--- src/arc_pkg.sv ---
package arc_pkg;

  // ----------------------------------------------------------------
  // Coefficient page offsets
  // ----------------------------------------------------------------
  localparam logic [7:0] ARC_TEMP_OFFSET_COEF_ADDR = 8'h4A;
  localparam logic [7:0] ARC_VOLT_COEF_ADDR        = 8'h4C;
  localparam logic [7:0] ARC_BIAS_COEF_ADDR        = 8'h50;
  localparam logic [7:0] ARC_TX_COEF_ADDR          = 8'h54;
  localparam logic [7:0] ARC_RX_COEF_ADDR          = 8'h28;
  localparam logic [7:0] ARC_DELIM_ADDR            = 8'hD0;
  localparam logic [7:0] ARC_OEM_CONFIG_ONE_ADDR   = 8'hE1;
  localparam logic [7:0] ARC_OEM_CONFIG_THREE_ADDR = 8'hE3;
  localparam logic [7:0] ARC_OEM_CONFIG_SIX_ADDR   = 8'hE6;

  // ----------------------------------------------------------------
  // Result page offsets, high byte at the even address
  // ----------------------------------------------------------------
  localparam logic [7:0] ARC_TEMP_RESULT_ADDR = 8'h60;
  localparam logic [7:0] ARC_VOLT_RESULT_ADDR = 8'h62;
  localparam logic [7:0] ARC_BIAS_RESULT_ADDR = 8'h64;
  localparam logic [7:0] ARC_TX_RESULT_ADDR   = 8'h66;
  localparam logic [7:0] ARC_RX_RESULT_ADDR   = 8'h68;

  // ----------------------------------------------------------------
  // Fields, reset values, counts
  // ----------------------------------------------------------------
  localparam int         ARC_CAL_SEL_BIT   = 0;
  localparam int         ARC_PD_REF_BIT    = 0;
  localparam int         ARC_DELIM_SEL_LSB = 5;
  localparam logic [1:0] ARC_DELIM_PROG    = 2'h1;
  localparam logic [7:0] ARC_CONFIG_RST    = 8'h00;
  localparam logic [3:0] ARC_COEF_BYTES    = 4'h4;
  localparam logic [3:0] ARC_TOFF_BYTES    = 4'h1;
  localparam logic [3:0] ARC_DELIM_BYTES   = 4'hE;
  localparam logic [6:0][15:0] ARC_FIXED_DELIM = {16'hE000, 16'hC000, 16'hA000,
    16'h8000, 16'h6000, 16'h4000, 16'h2000};

  typedef enum logic [2:0] {
    ARC_CH_TEMP = 3'h0,
    ARC_CH_VOLT = 3'h1,
    ARC_CH_BIAS = 3'h2,
    ARC_CH_TX   = 3'h3,
    ARC_CH_RX   = 3'h4
  } arc_chan_t;

  typedef enum logic [2:0] {
    ARC_S_IDLE  = 3'h0,
    ARC_S_FETCH = 3'h1,
    ARC_S_PICK  = 3'h2,
    ARC_S_MATH  = 3'h3,
    ARC_S_WAIT  = 3'h4,
    ARC_S_WRITE = 3'h5
  } arc_state_t;

endpackage : arc_pkg

--- src/arc_coef_mem.sv ---
`timescale 1ns/1ps
module arc_coef_mem #(
  parameter int AW = 8
) (
  input  wire logic          ref_clk,
  input  wire logic [AW-1:0] a_addr,
  input  wire logic          a_we,
  input  wire logic [7:0]    a_wdata,
  output logic      [7:0]    a_rdata,
  input  wire logic [AW-1:0] b_addr,
  output logic      [7:0]    b_rdata
);

  logic [7:0] mem [2**AW];

  // Stand-in for the nonvolatile array; contents are not reset
  always_ff @(posedge ref_clk)
  begin
    if (a_we)
    begin
      mem[a_addr] <= a_wdata;
    end
    a_rdata <= mem[a_addr];
    b_rdata <= mem[b_addr];
  end

endmodule : arc_coef_mem

--- src/arc_cal_math.sv ---
`timescale 1ns/1ps
module arc_cal_math
  import arc_pkg::*;
(
  input  wire logic        ref_clk,
  input  wire logic        srst,
  input  wire logic        start,
  input  wire logic [15:0] raw,
  input  wire logic [15:0] slope,
  input  wire logic [15:0] offset,
  output logic      [15:0] result,
  output logic             done
);

  logic [31:0] prod;
  logic [32:0] sum;

  // Slope carries eight fraction bits; offset shares the result weight
  assign prod = raw * slope;
  assign sum  = {1'b0, prod} + {{9{offset[15]}}, offset, 8'h00};

  always_ff @(posedge ref_clk)
  begin
    if (srst)
    begin
      result <= 16'h0000;
      done   <= 1'b0;
    end
    else
    begin
      done <= start;
      if (start)
      begin
        result <= sum[23:8] + {15'h0000, sum[7]};
      end
    end
  end

  // ----------------------------------------------------------------
  // Checks
  // ----------------------------------------------------------------
  logic signed [40:0] exp_full;
  // Operands widened first so the reference product cannot wrap
  assign exp_full = $signed({25'h0, raw}) * $signed({25'h0, slope})
                    + ($signed(offset) * 41'sd256) + 41'sd128;
endmodule : arc_cal_math

--- src/arc_calibrator.sv ---
// Operation
// - Reset selects external calibration; select bit 0 of config three picks internal.
// - Temperature and voltage always report internally calibrated format; in external mode voltage is stored raw, without slope or offset.
// - Six-bit signed temperature offset at 4Ah added, half degree per step.
// - Temperature offset applies the same in both calibration modes.
// - Upper two bits of temperature offset byte ignored.
// - Temperature offset spans -32 to +31 half-degree steps.
// - External bias result is eight-bit code in upper byte, low byte zero.
// - External transmit power is eight-bit code in upper byte, low byte zero.
// - Config one bit selects photodiode reference, ground or analog supply.
// - Receive power reported as upper and lower byte, 16-bit weighted.
// - Internal mode corrects each conversion before storing it.
// - Internal mode: slope and offset for four channels, offset only temperature.
// - Receive power corrected piecewise over eight intervals with own coefficients.
// - Config six bits 6:5 pick fixed or programmable delimiters at 208-221.
// - Slope is unsigned 16-bit, eight fraction bits.
// - Two-byte coefficients: high byte at lower address.
// - Offsets are signed 16-bit with result weight.
// - Corrected result is conversion times slope plus offset.
// - Round to sixteen bits using the next lower bit.
// - Receive interval: lower delimiter below value, upper at or above.
`timescale 1ns/1ps
module arc_calibrator
  import arc_pkg::*;
(
  input  wire logic        ref_clk,
  input  wire logic        srst,
  input  wire logic        conv_valid,
  input  wire logic [2:0]  conv_channel,
  input  wire logic [15:0] conv_data,
  output logic             conv_ready,
  input  wire logic        mgmt_page,
  input  wire logic [7:0]  mgmt_addr,
  input  wire logic        mgmt_wr,
  input  wire logic        mgmt_rd,
  input  wire logic [7:0]  mgmt_wdata,
  output logic      [7:0]  mgmt_rdata,
  output logic             mgmt_rvalid,
  output logic             internal_cal_select,
  output logic             photodiode_ref_select,
  output logic             result_update
);

  // ----------------------------------------------------------------
  // Helpers
  // ----------------------------------------------------------------
  function automatic logic [2:0] arc_interval(input logic [15:0] v,
                                              input logic [6:0][15:0] d);
    logic [2:0] m;
    m = 3'h0;
    for (int i = 0; i < 7; i++)
    begin
      if (v > d[i])
      begin
        m = 3'(i + 1);
      end
    end
    return m;
  endfunction : arc_interval

  function automatic logic [7:0] arc_coef_base(input logic [2:0] ch);
    case (ch)
      ARC_CH_VOLT: return ARC_VOLT_COEF_ADDR;
      ARC_CH_BIAS: return ARC_BIAS_COEF_ADDR;
      default:     return ARC_TX_COEF_ADDR;
    endcase
  endfunction : arc_coef_base

  // ----------------------------------------------------------------
  // State
  // ----------------------------------------------------------------
  arc_state_t          state_reg;
  logic [2:0]          chan_reg;
  logic [15:0]         raw_reg;
  logic                mode_reg;
  logic                dlm_phase_reg;
  logic [7:0]          fetch_base_reg;
  logic [3:0]          fetch_len_reg;
  logic [3:0]          fetch_cnt_reg;
  logic [111:0]        buf_reg;
  logic [6:0][15:0]    delim_reg;
  logic [7:0]          cfg1_reg;
  logic [7:0]          cfg3_reg;
  logic [7:0]          cfg6_reg;
  logic [15:0]         temp_res_reg;
  logic [15:0]         volt_res_reg;
  logic [15:0]         bias_res_reg;
  logic [15:0]         tx_res_reg;
  logic [15:0]         rx_res_reg;
  logic                rd_p_reg;
  logic                page_p_reg;
  logic [7:0]          addr_p_reg;
  logic [7:0]          ram_a_rdata;
  logic [7:0]          ram_b_rdata;
  logic [7:0]          ram_b_addr;
  logic                accept;
  logic                fetch_last;
  logic                cfg_wr;
  logic                math_start;
  logic                math_done;
  logic [15:0]         math_result;
  logic [15:0]         toff_ext;
  logic [15:0]         wr_val;
  logic [2:0]          pick_m;

  assign accept     = conv_valid && conv_ready;
  assign fetch_last = (fetch_cnt_reg == fetch_len_reg);
  assign cfg_wr     = mgmt_wr && mgmt_page;
  assign ram_b_addr = fetch_base_reg + {4'h0, fetch_cnt_reg};
  assign math_start = (state_reg == ARC_S_MATH);
  assign pick_m     = arc_interval(raw_reg, delim_reg);
  // Upper two bits dropped; one step is 128 counts of 1/256 degree
  assign toff_ext   = {{3{buf_reg[5]}}, buf_reg[5:0], 7'h00};

  assign internal_cal_select   = cfg3_reg[ARC_CAL_SEL_BIT];
  assign photodiode_ref_select = cfg1_reg[ARC_PD_REF_BIT];

  arc_coef_mem #(
    .AW (8)
  ) u_mem (
    .ref_clk (ref_clk),
    .a_addr  (mgmt_addr),
    .a_we    (cfg_wr),
    .a_wdata (mgmt_wdata),
    .a_rdata (ram_a_rdata),
    .b_addr  (ram_b_addr),
    .b_rdata (ram_b_rdata)
  );

  arc_cal_math u_math (
    .ref_clk (ref_clk),
    .srst    (srst),
    .start   (math_start),
    .raw     (raw_reg),
    .slope   (buf_reg[31:16]),
    .offset  (buf_reg[15:0]),
    .result  (math_result),
    .done    (math_done)
  );

  // ----------------------------------------------------------------
  // Configuration registers
  // ----------------------------------------------------------------
  always_ff @(posedge ref_clk)
  begin
    if (srst)
    begin
      cfg1_reg <= ARC_CONFIG_RST;
      cfg3_reg <= ARC_CONFIG_RST;
      cfg6_reg <= ARC_CONFIG_RST;
    end
    else if (cfg_wr)
    begin
      if (mgmt_addr == ARC_OEM_CONFIG_ONE_ADDR)
        cfg1_reg <= mgmt_wdata;
      if (mgmt_addr == ARC_OEM_CONFIG_THREE_ADDR)
        cfg3_reg <= mgmt_wdata;
      if (mgmt_addr == ARC_OEM_CONFIG_SIX_ADDR)
        cfg6_reg <= mgmt_wdata;
    end
  end

  // ----------------------------------------------------------------
  // Conversion sequencer
  // ----------------------------------------------------------------
  always_ff @(posedge ref_clk)
  begin
    if (srst)
    begin
      state_reg      <= ARC_S_IDLE;
      chan_reg       <= 3'h0;
      raw_reg        <= 16'h0000;
      mode_reg       <= 1'b0;
      dlm_phase_reg  <= 1'b0;
      fetch_base_reg <= 8'h00;
      fetch_len_reg  <= 4'h0;
      fetch_cnt_reg  <= 4'h0;
      delim_reg      <= ARC_FIXED_DELIM;
    end
    else
    begin
      case (state_reg)
        ARC_S_IDLE:
        begin
          fetch_cnt_reg <= 4'h0;
          if (accept)
          begin
            chan_reg <= conv_channel;
            // Bias and transmit codes are eight bits wide
            raw_reg  <= (conv_channel == ARC_CH_BIAS || conv_channel == ARC_CH_TX)
                        ? {8'h00, conv_data[7:0]} : conv_data;
            // Mode frozen per conversion so no result mixes modes
            mode_reg <= internal_cal_select;
            dlm_phase_reg <= 1'b0;
            if (conv_channel == ARC_CH_TEMP)
            begin
              fetch_base_reg <= ARC_TEMP_OFFSET_COEF_ADDR;
              fetch_len_reg  <= ARC_TOFF_BYTES;
              state_reg      <= ARC_S_FETCH;
            end
            else if (!internal_cal_select)
              state_reg <= ARC_S_WRITE;
            else if (conv_channel == ARC_CH_RX)
            begin
              if (cfg6_reg[ARC_DELIM_SEL_LSB +: 2] == ARC_DELIM_PROG)
              begin
                fetch_base_reg <= ARC_DELIM_ADDR;
                fetch_len_reg  <= ARC_DELIM_BYTES;
                dlm_phase_reg  <= 1'b1;
                state_reg      <= ARC_S_FETCH;
              end
              else
              begin
                delim_reg <= ARC_FIXED_DELIM;
                state_reg <= ARC_S_PICK;
              end
            end
            else
            begin
              fetch_base_reg <= arc_coef_base(conv_channel);
              fetch_len_reg  <= ARC_COEF_BYTES;
              state_reg      <= ARC_S_FETCH;
            end
          end
        end
        ARC_S_FETCH:
        begin
          fetch_cnt_reg <= fetch_cnt_reg + 4'h1;
          if (fetch_last)
          begin
            if (dlm_phase_reg)
            begin
              delim_reg     <= {buf_reg[7:0], ram_b_rdata, buf_reg[111:16]
                               & 96'h0} | delim_pack(buf_reg, ram_b_rdata);
              state_reg     <= ARC_S_PICK;
            end
            else if (chan_reg == ARC_CH_TEMP)
              state_reg <= ARC_S_WRITE;
            else
              state_reg <= ARC_S_MATH;
          end
        end
        ARC_S_PICK:
        begin
          fetch_base_reg <= ARC_RX_COEF_ADDR + {3'h0, pick_m, 2'h0};
          fetch_len_reg  <= ARC_COEF_BYTES;
          fetch_cnt_reg  <= 4'h0;
          dlm_phase_reg  <= 1'b0;
          state_reg      <= ARC_S_FETCH;
        end
        ARC_S_MATH:
          state_reg <= ARC_S_WAIT;
        ARC_S_WAIT:
          if (math_done)
            state_reg <= ARC_S_WRITE;
        ARC_S_WRITE:
          state_reg <= ARC_S_IDLE;
        default:
          state_reg <= ARC_S_IDLE;
      endcase
    end
  end

  // First delimiter sits at the lowest address, high byte first
  function automatic logic [6:0][15:0] delim_pack(input logic [111:0] b,
                                                  input logic [7:0] last);
    logic [111:0] all;
    all = {b[103:0], last};
    for (int i = 0; i < 7; i++)
    begin
      delim_pack[i] = all[111 - 16*i -: 16];
    end
  endfunction : delim_pack

  // Byte gatherer; oldest byte ends up most significant
  always_ff @(posedge ref_clk)
  begin
    if (srst)
      buf_reg <= '0;
    else if (state_reg == ARC_S_FETCH && fetch_cnt_reg != 4'h0)
      buf_reg <= {buf_reg[103:0], ram_b_rdata};
  end

  // ----------------------------------------------------------------
  // Result registers
  // ----------------------------------------------------------------
  always_comb
  begin
    if (chan_reg == ARC_CH_TEMP)
      wr_val = raw_reg + toff_ext;
    else if (mode_reg)
      wr_val = math_result;
    else if (chan_reg == ARC_CH_BIAS || chan_reg == ARC_CH_TX)
      wr_val = {raw_reg[7:0], 8'h00};
    else
      wr_val = raw_reg;
  end

  // Whole word lands in one edge, never half updated
  always_ff @(posedge ref_clk)
  begin
    if (srst)
    begin
      temp_res_reg  <= 16'h0000;
      volt_res_reg  <= 16'h0000;
      bias_res_reg  <= 16'h0000;
      tx_res_reg    <= 16'h0000;
      rx_res_reg    <= 16'h0000;
      result_update <= 1'b0;
    end
    else
    begin
      result_update <= (state_reg == ARC_S_WRITE);
      if (state_reg == ARC_S_WRITE)
      begin
        case (chan_reg)
          ARC_CH_TEMP: temp_res_reg <= wr_val;
          ARC_CH_VOLT: volt_res_reg <= wr_val;
          ARC_CH_BIAS: bias_res_reg <= wr_val;
          ARC_CH_TX:   tx_res_reg   <= wr_val;
          default:     rx_res_reg   <= wr_val;
        endcase
      end
    end
  end

  always_ff @(posedge ref_clk)
  begin
    if (srst)
      conv_ready <= 1'b1;
    else if (accept)
      conv_ready <= 1'b0;
    else if (state_reg == ARC_S_WRITE)
      conv_ready <= 1'b1;
  end

  // ----------------------------------------------------------------
  // Management read path, two-cycle latency
  // ----------------------------------------------------------------
  always_ff @(posedge ref_clk)
  begin
    if (srst)
    begin
      rd_p_reg    <= 1'b0;
      page_p_reg  <= 1'b0;
      addr_p_reg  <= 8'h00;
      mgmt_rdata  <= 8'h00;
      mgmt_rvalid <= 1'b0;
    end
    else
    begin
      rd_p_reg    <= mgmt_rd;
      page_p_reg  <= mgmt_page;
      addr_p_reg  <= mgmt_addr;
      mgmt_rvalid <= rd_p_reg;
      if (rd_p_reg)
      begin
        if (page_p_reg)
        begin
          case (addr_p_reg)
            ARC_OEM_CONFIG_ONE_ADDR:   mgmt_rdata <= cfg1_reg;
            ARC_OEM_CONFIG_THREE_ADDR: mgmt_rdata <= cfg3_reg;
            ARC_OEM_CONFIG_SIX_ADDR:   mgmt_rdata <= cfg6_reg;
            default:                   mgmt_rdata <= ram_a_rdata;
          endcase
        end
        else
        begin
          case (addr_p_reg)
            ARC_TEMP_RESULT_ADDR:        mgmt_rdata <= temp_res_reg[15:8];
            ARC_TEMP_RESULT_ADDR + 8'h1: mgmt_rdata <= temp_res_reg[7:0];
            ARC_VOLT_RESULT_ADDR:        mgmt_rdata <= volt_res_reg[15:8];
            ARC_VOLT_RESULT_ADDR + 8'h1: mgmt_rdata <= volt_res_reg[7:0];
            ARC_BIAS_RESULT_ADDR:        mgmt_rdata <= bias_res_reg[15:8];
            ARC_BIAS_RESULT_ADDR + 8'h1: mgmt_rdata <= bias_res_reg[7:0];
            ARC_TX_RESULT_ADDR:          mgmt_rdata <= tx_res_reg[15:8];
            ARC_TX_RESULT_ADDR + 8'h1:   mgmt_rdata <= tx_res_reg[7:0];
            ARC_RX_RESULT_ADDR:          mgmt_rdata <= rx_res_reg[15:8];
            ARC_RX_RESULT_ADDR + 8'h1:   mgmt_rdata <= rx_res_reg[7:0];
            default:                     mgmt_rdata <= 8'h00;
          endcase
        end
      end
    end
  end

  logic wr_now;
  assign wr_now = (state_reg == ARC_S_WRITE);
endmodule : arc_calibrator

--- config.mk ---
export PLATFORM = sky130hd
export DESIGN_NAME = arc_calibrator
export DESIGN_NICKNAME = d
export VERILOG_FILES = /design/src/arc_pkg.sv /design/src/arc_coef_mem.sv /design/src/arc_cal_math.sv /design/src/arc_calibrator.sv
export SDC_FILE = /design/constraint.sdc
export NUM_CORES = 2
export LEC_CHECK = 0
export BUFFER_PORTS_ARGS = -buffer_cell sky130_fd_sc_hd__buf_4
export CAP_MARGIN = 5
export CORE_MARGIN = 2
export CORE_UTILIZATION = 50
export DETAILED_ROUTE_END_ITERATION = 10
export HOLD_SLACK_MARGIN = 0.06
export MAX_ROUTING_LAYER = met4
export PLACE_DENSITY = 0.79
export SYNTH_ARGS = -nofsm -noshare
export SYNTH_HDL_FRONTEND = slang
export SYNTH_HIERARCHICAL = 1
export SYNTH_SLANG_ARGS = --single-unit
--- constraint.sdc ---
create_clock -name ref_clk -period 6.5 [get_ports ref_clk]
set_input_delay 0.65 -clock ref_clk [delete_from_list [all_inputs] [get_ports ref_clk]]
set_output_delay 0.65 -clock ref_clk [all_outputs]
set_load 0.1 [all_outputs]
==> results.sh <==
export IMPL_netlist_instances=8033
export IMPL_drt_drc_violations_left=0
export IMPL_number_of_antenna_violations_at_the_first_check_in_global_routing=30
export IMPL_async_flop_share_pct=0
export IMPL_yosys_area_top_type_share_pct=50.2
export IMPL_worstSetupEndpointType="register"
export IMPL_clockBufferDepth=4
export IMPL_timing_slew_headroom_pct=4.58
export IMPL_power_per_cell_area_mw_per_mm2=287
export IMPL_utilization_pct=56.0
export IMPL_numCtsBuffers=274
export IMPL_critical_path_class="register to register"
export IMPL_grt_overflow_total=0
export IMPL_core_mm2=0.243
export IMPL_cpMostUsedCell="sky130_fd_sc_hd__fa_1"
export IMPL_synth_edf_count=2048
export IMPL_post_synth_cell_area_avg_um2=15.3
export IMPL_postSynth_topFlopCell="sky130_fd_sc_hd__edfxtp_1"
export IMPL_path_depth=25
export IMPL_synth_area_top_cells="sky130_fd_sc_hd__edfxtp_1 50%, sky130_fd_sc_hd__mux4_2 19%, sky130_fd_sc_hd__dfxtp_1 6.7%"
export IMPL_first_global_vias=79593
export IMPL_area_growth_synth_to_final_pct=11.2
export IMPL_fill_cells=17923
export IMPL_yosys_cell_types_count=91
export IMPL_drt_wl_cell_um=33.4
export IMPL_reg2reg_setup_slack_ns=0.17
export IMPL_root_buffer="sky130_fd_sc_hd__clkbuf_16"
export IMPL_final_period_minus_worst_setup_slack_ns=6.33
export IMPL_routed_wl_mm=386
export IMPL_drive_gt1_share_pct=23.6
export IMPL_grt_first_pass_wirelength_mm=554
export IMPL_dpl_wire_length_mm=251
export IMPL_via_count=81317
export IMPL_tritoncts="yes"
export IMPL_outcome="finished clean"
export IMPL_setup_ws_ns=0.170
export IMPL_dieArea_mm2=0.249
export IMPL_worst_slew_pin_slew_ns=1.41
export IMPL_final_period_utilization_pct=97.4
export IMPL_kind_of_cell_with_the_highest_combined_delay_on_the_critical_path="adder cells"
export IMPL_seq_area_frac_synth_pct=56.9
export IMPL_worstSetupStartpoint="buf_reg[22]$_SDFFE_PP0P_"
export IMPL_max_clock_freq_ghz=0.158
export IMPL_pre_cts_ws_ns=-0.135
export IMPL_setup_viols_final=0
export IMPL_die_x_um=499
export IMPL_clock_sink_count=2458
export IMPL_htree_num_levels=5
export IMPL_layout_common_cells="2,048 x sky130_fd_sc_hd__edfxtp_1, 1,047 x sky130_fd_sc_hd__mux4_2, 660 x sky130_fd_sc_hd__nand2_1"
export IMPL_yosys_warnings=6
export IMPL_yosys_register_bits=2458
export IMPL_firstDrtPassIters=9
export IMPL_grt_start_max_net_pins=221
export IMPL_detail_route_iter0_violations=13458
export IMPL_arrival_ns=7.14
export IMPL_largest_register_ffs=2048
export IMPL_boundaryPins=54
export IMPL_timing_critical_path_slowest_cell_delay_ns=0.54
export IMPL_synth_cell_area_mm2=0.123
export IMPL_floorplan_die_height_um=499
export IMPL_r2r_worst_path_cells=25
export IMPL_timing_critical_path_slowest_stage_cell="sky130_fd_sc_hd__fa_1"
export IMPL_numPlacedInstances=11029
export IMPL_gr_usage_all_layers_pct=31.4
export IMPL_port_buffers=53
export IMPL_path_clk_slew_ns=0.07
export IMPL_finClkSkew_ns=0.0927
export IMPL_synth_nets=8456
export IMPL_timing_critical_path_from_type="register"
export IMPL_critical_path_required_ns=7.31
export IMPL_slew_viol_final=0
export IMPL_crit_path_max_fanout=5
export IMPL_viasPerCell=7.04
export IMPL_hp_class="input port to register"
export IMPL_clock_insertion_delay_worst_skew_ns=0.94
export IMPL_power_leakage_nw=44.3
export IMPL_finalWeightedCongestion=1.03
export IMPL_critical_path_reg2reg_endpoint="u_math/result[14]$_SDFFE_PP0P_"
export IMPL_rows=181
export IMPL_finalHoldViolCount=0
export IMPL_crit_reg2reg_launch="buf_reg[22]$_SDFFE_PP0P_"
export IMPL_initial_core_util_pct=50.3
export IMPL_setup_tns_after_final_layout_ns=0
export IMPL_worst_path_buf_inv=8
export IMPL_finish_cell_count_without_fillers=11543
export IMPL_peakVddDrop_mv=0.296
export IMPL_yosysTopAreaCell="sky130_fd_sc_hd__edfxtp_1"
export IMPL_ant_nets=0
export IMPL_final_nets=8540
export IMPL_commonest_non_fill_non_tap_cell_in_the_layout="sky130_fd_sc_hd__edfxtp_1"
export IMPL_critPathCapture="u_math/result[14]$_SDFFE_PP0P_"
export IMPL_maxCapViolCount=0
where the power goes:
group          switching [mW]  leakage (nW)  internal, mW
registers               0.168          21.7          17.2
clock network            6.26          4.13          8.82
logic                    4.17          18.5          2.54
total                    10.6          44.3          28.5
cells in the mapped netlist, types with 47 or more instances:
master,number
sky130_fd_sc_hd__mux4_2,1047
sky130_fd_sc_hd__a211oi_1,119
sky130_fd_sc_hd__nor2b_1,52
sky130_fd_sc_hd__o22ai_1,88
sky130_fd_sc_hd__mux2i_1,377
sky130_fd_sc_hd__nand2_1,664
sky130_fd_sc_hd__xnor2_1,47
sky130_fd_sc_hd__fa_1,183
sky130_fd_sc_hd__o21ai_0,47
sky130_fd_sc_hd__a21oi_1,379
sky130_fd_sc_hd__buf_1,67
sky130_fd_sc_hd__and2_1,110
sky130_fd_sc_hd__buf_4,64
sky130_fd_sc_hd__nor2_1,462
sky130_fd_sc_hd__clkbuf_1,276
sky130_fd_sc_hd__dfxtp_1,410
sky130_fd_sc_hd__a22oi_1,69
sky130_fd_sc_hd__edfxtp_1,2048
sky130_fd_sc_hd__buf_2,149
sky130_fd_sc_hd__ha_1,199
sky130_fd_sc_hd__nand3_1,168
sky130_fd_sc_hd__inv_1,382
sky130_fd_sc_hd__nor3_1,94
sky130_fd_sc_hd__o221ai_1,91
metal layers:
metal	track usage (%)	part of all wire, %	vias up
met5	-	0	-
met4	15.6	6.3	0
met3	12.2	16	1488
met2	45.6	45	6926
met1	38.4	33	41201
li1	-	-	31702
cell families (layout without fill, tap and decap cells):
logic type               count (synthesis)  count (layout)  synth area share, %
AND/OR/NAND/NOR                       1746            1746                 6.47
buffers and inverters                  970            1234                 3.49
AO/OA/AOI/OAI                          967             967                 5.16
XOR/XNOR                                62              62                0.454
adder cells (fa/ha/maj)                382             382                 5.02
multiplexers                          1448            1448                 22.5
flip-flops                            2458            2458                 56.9
other                                    0              44                    0
final cells by class:
cell class / instances / area, µm² / area share, %
diodes: 44 / 110 / 0.0808
multi-input cells: 4605 / 49000 / 36.0
clock inverters: 121 / 1210 / 0.886
clock buffers: 335 / 7270 / 5.33
flip-flops and latches: 2458 / 69700 / 51.2
well taps: 3202 / 4010 / 2.94
repair buffers: 394 / 3500 / 2.57
inverters: 384 / 1450 / 1.06
tightest hold or removal path, cell delays in order:
cell	delay, ns
sky130_fd_sc_hd__buf_4	0.11
sky130_fd_sc_hd__nand2_1	0.10
sky130_fd_sc_hd__a21oi_1	0.12
worst min-delay path by stage:
stage | start | to | slack (ns) | depth (start not counted)
after floorplan | delim_reg[100]$_SDFFE_PP0P_ | delim_reg[100]$_SDFFE_PP0P_ | 0.43 | 2
after global placement | delim_reg[51]$_SDFFE_PP0P_ | delim_reg[51]$_SDFFE_PP0P_ | 0.44 | 2
after detailed placement | delim_reg[54]$_SDFFE_PP0P_ | delim_reg[54]$_SDFFE_PP0P_ | 0.45 | 2
after CTS | conv_data[4] | raw_reg[4]$_SDFFE_PP0P_ | 0.1 | 3
after global routing | conv_data[4] | raw_reg[4]$_SDFFE_PP0P_ | 0.14 | 3
final | conv_data[3] | raw_reg[3]$_SDFFE_PP0P_ | 0.14 | 3
what timing repair did:
item / 4_1_cts / 5_1_grt
hold endpoints to repair: 5 / 0
pin swaps: 10 / 34
resized for setup: 19 / 60
gates cloned: 0 / 0
setup endpoints to repair: 3 / 7
buffers inserted: 4 / 5
hold buffers: 5 / 0
per-stage QoR:
step	total power, mW	area, µm²	hold WS, ns
after floorplan	21.6	123000	0.432
after CTS	38.9	136000	0.0988
final	39.1	136000	0.145
after detailed placement	24.0	127000	0.446
after global placement	23.9	127000	0.437
after global routing	39.8	136000	0.135
No activity file was read; power rests on OpenSTA's default activity.
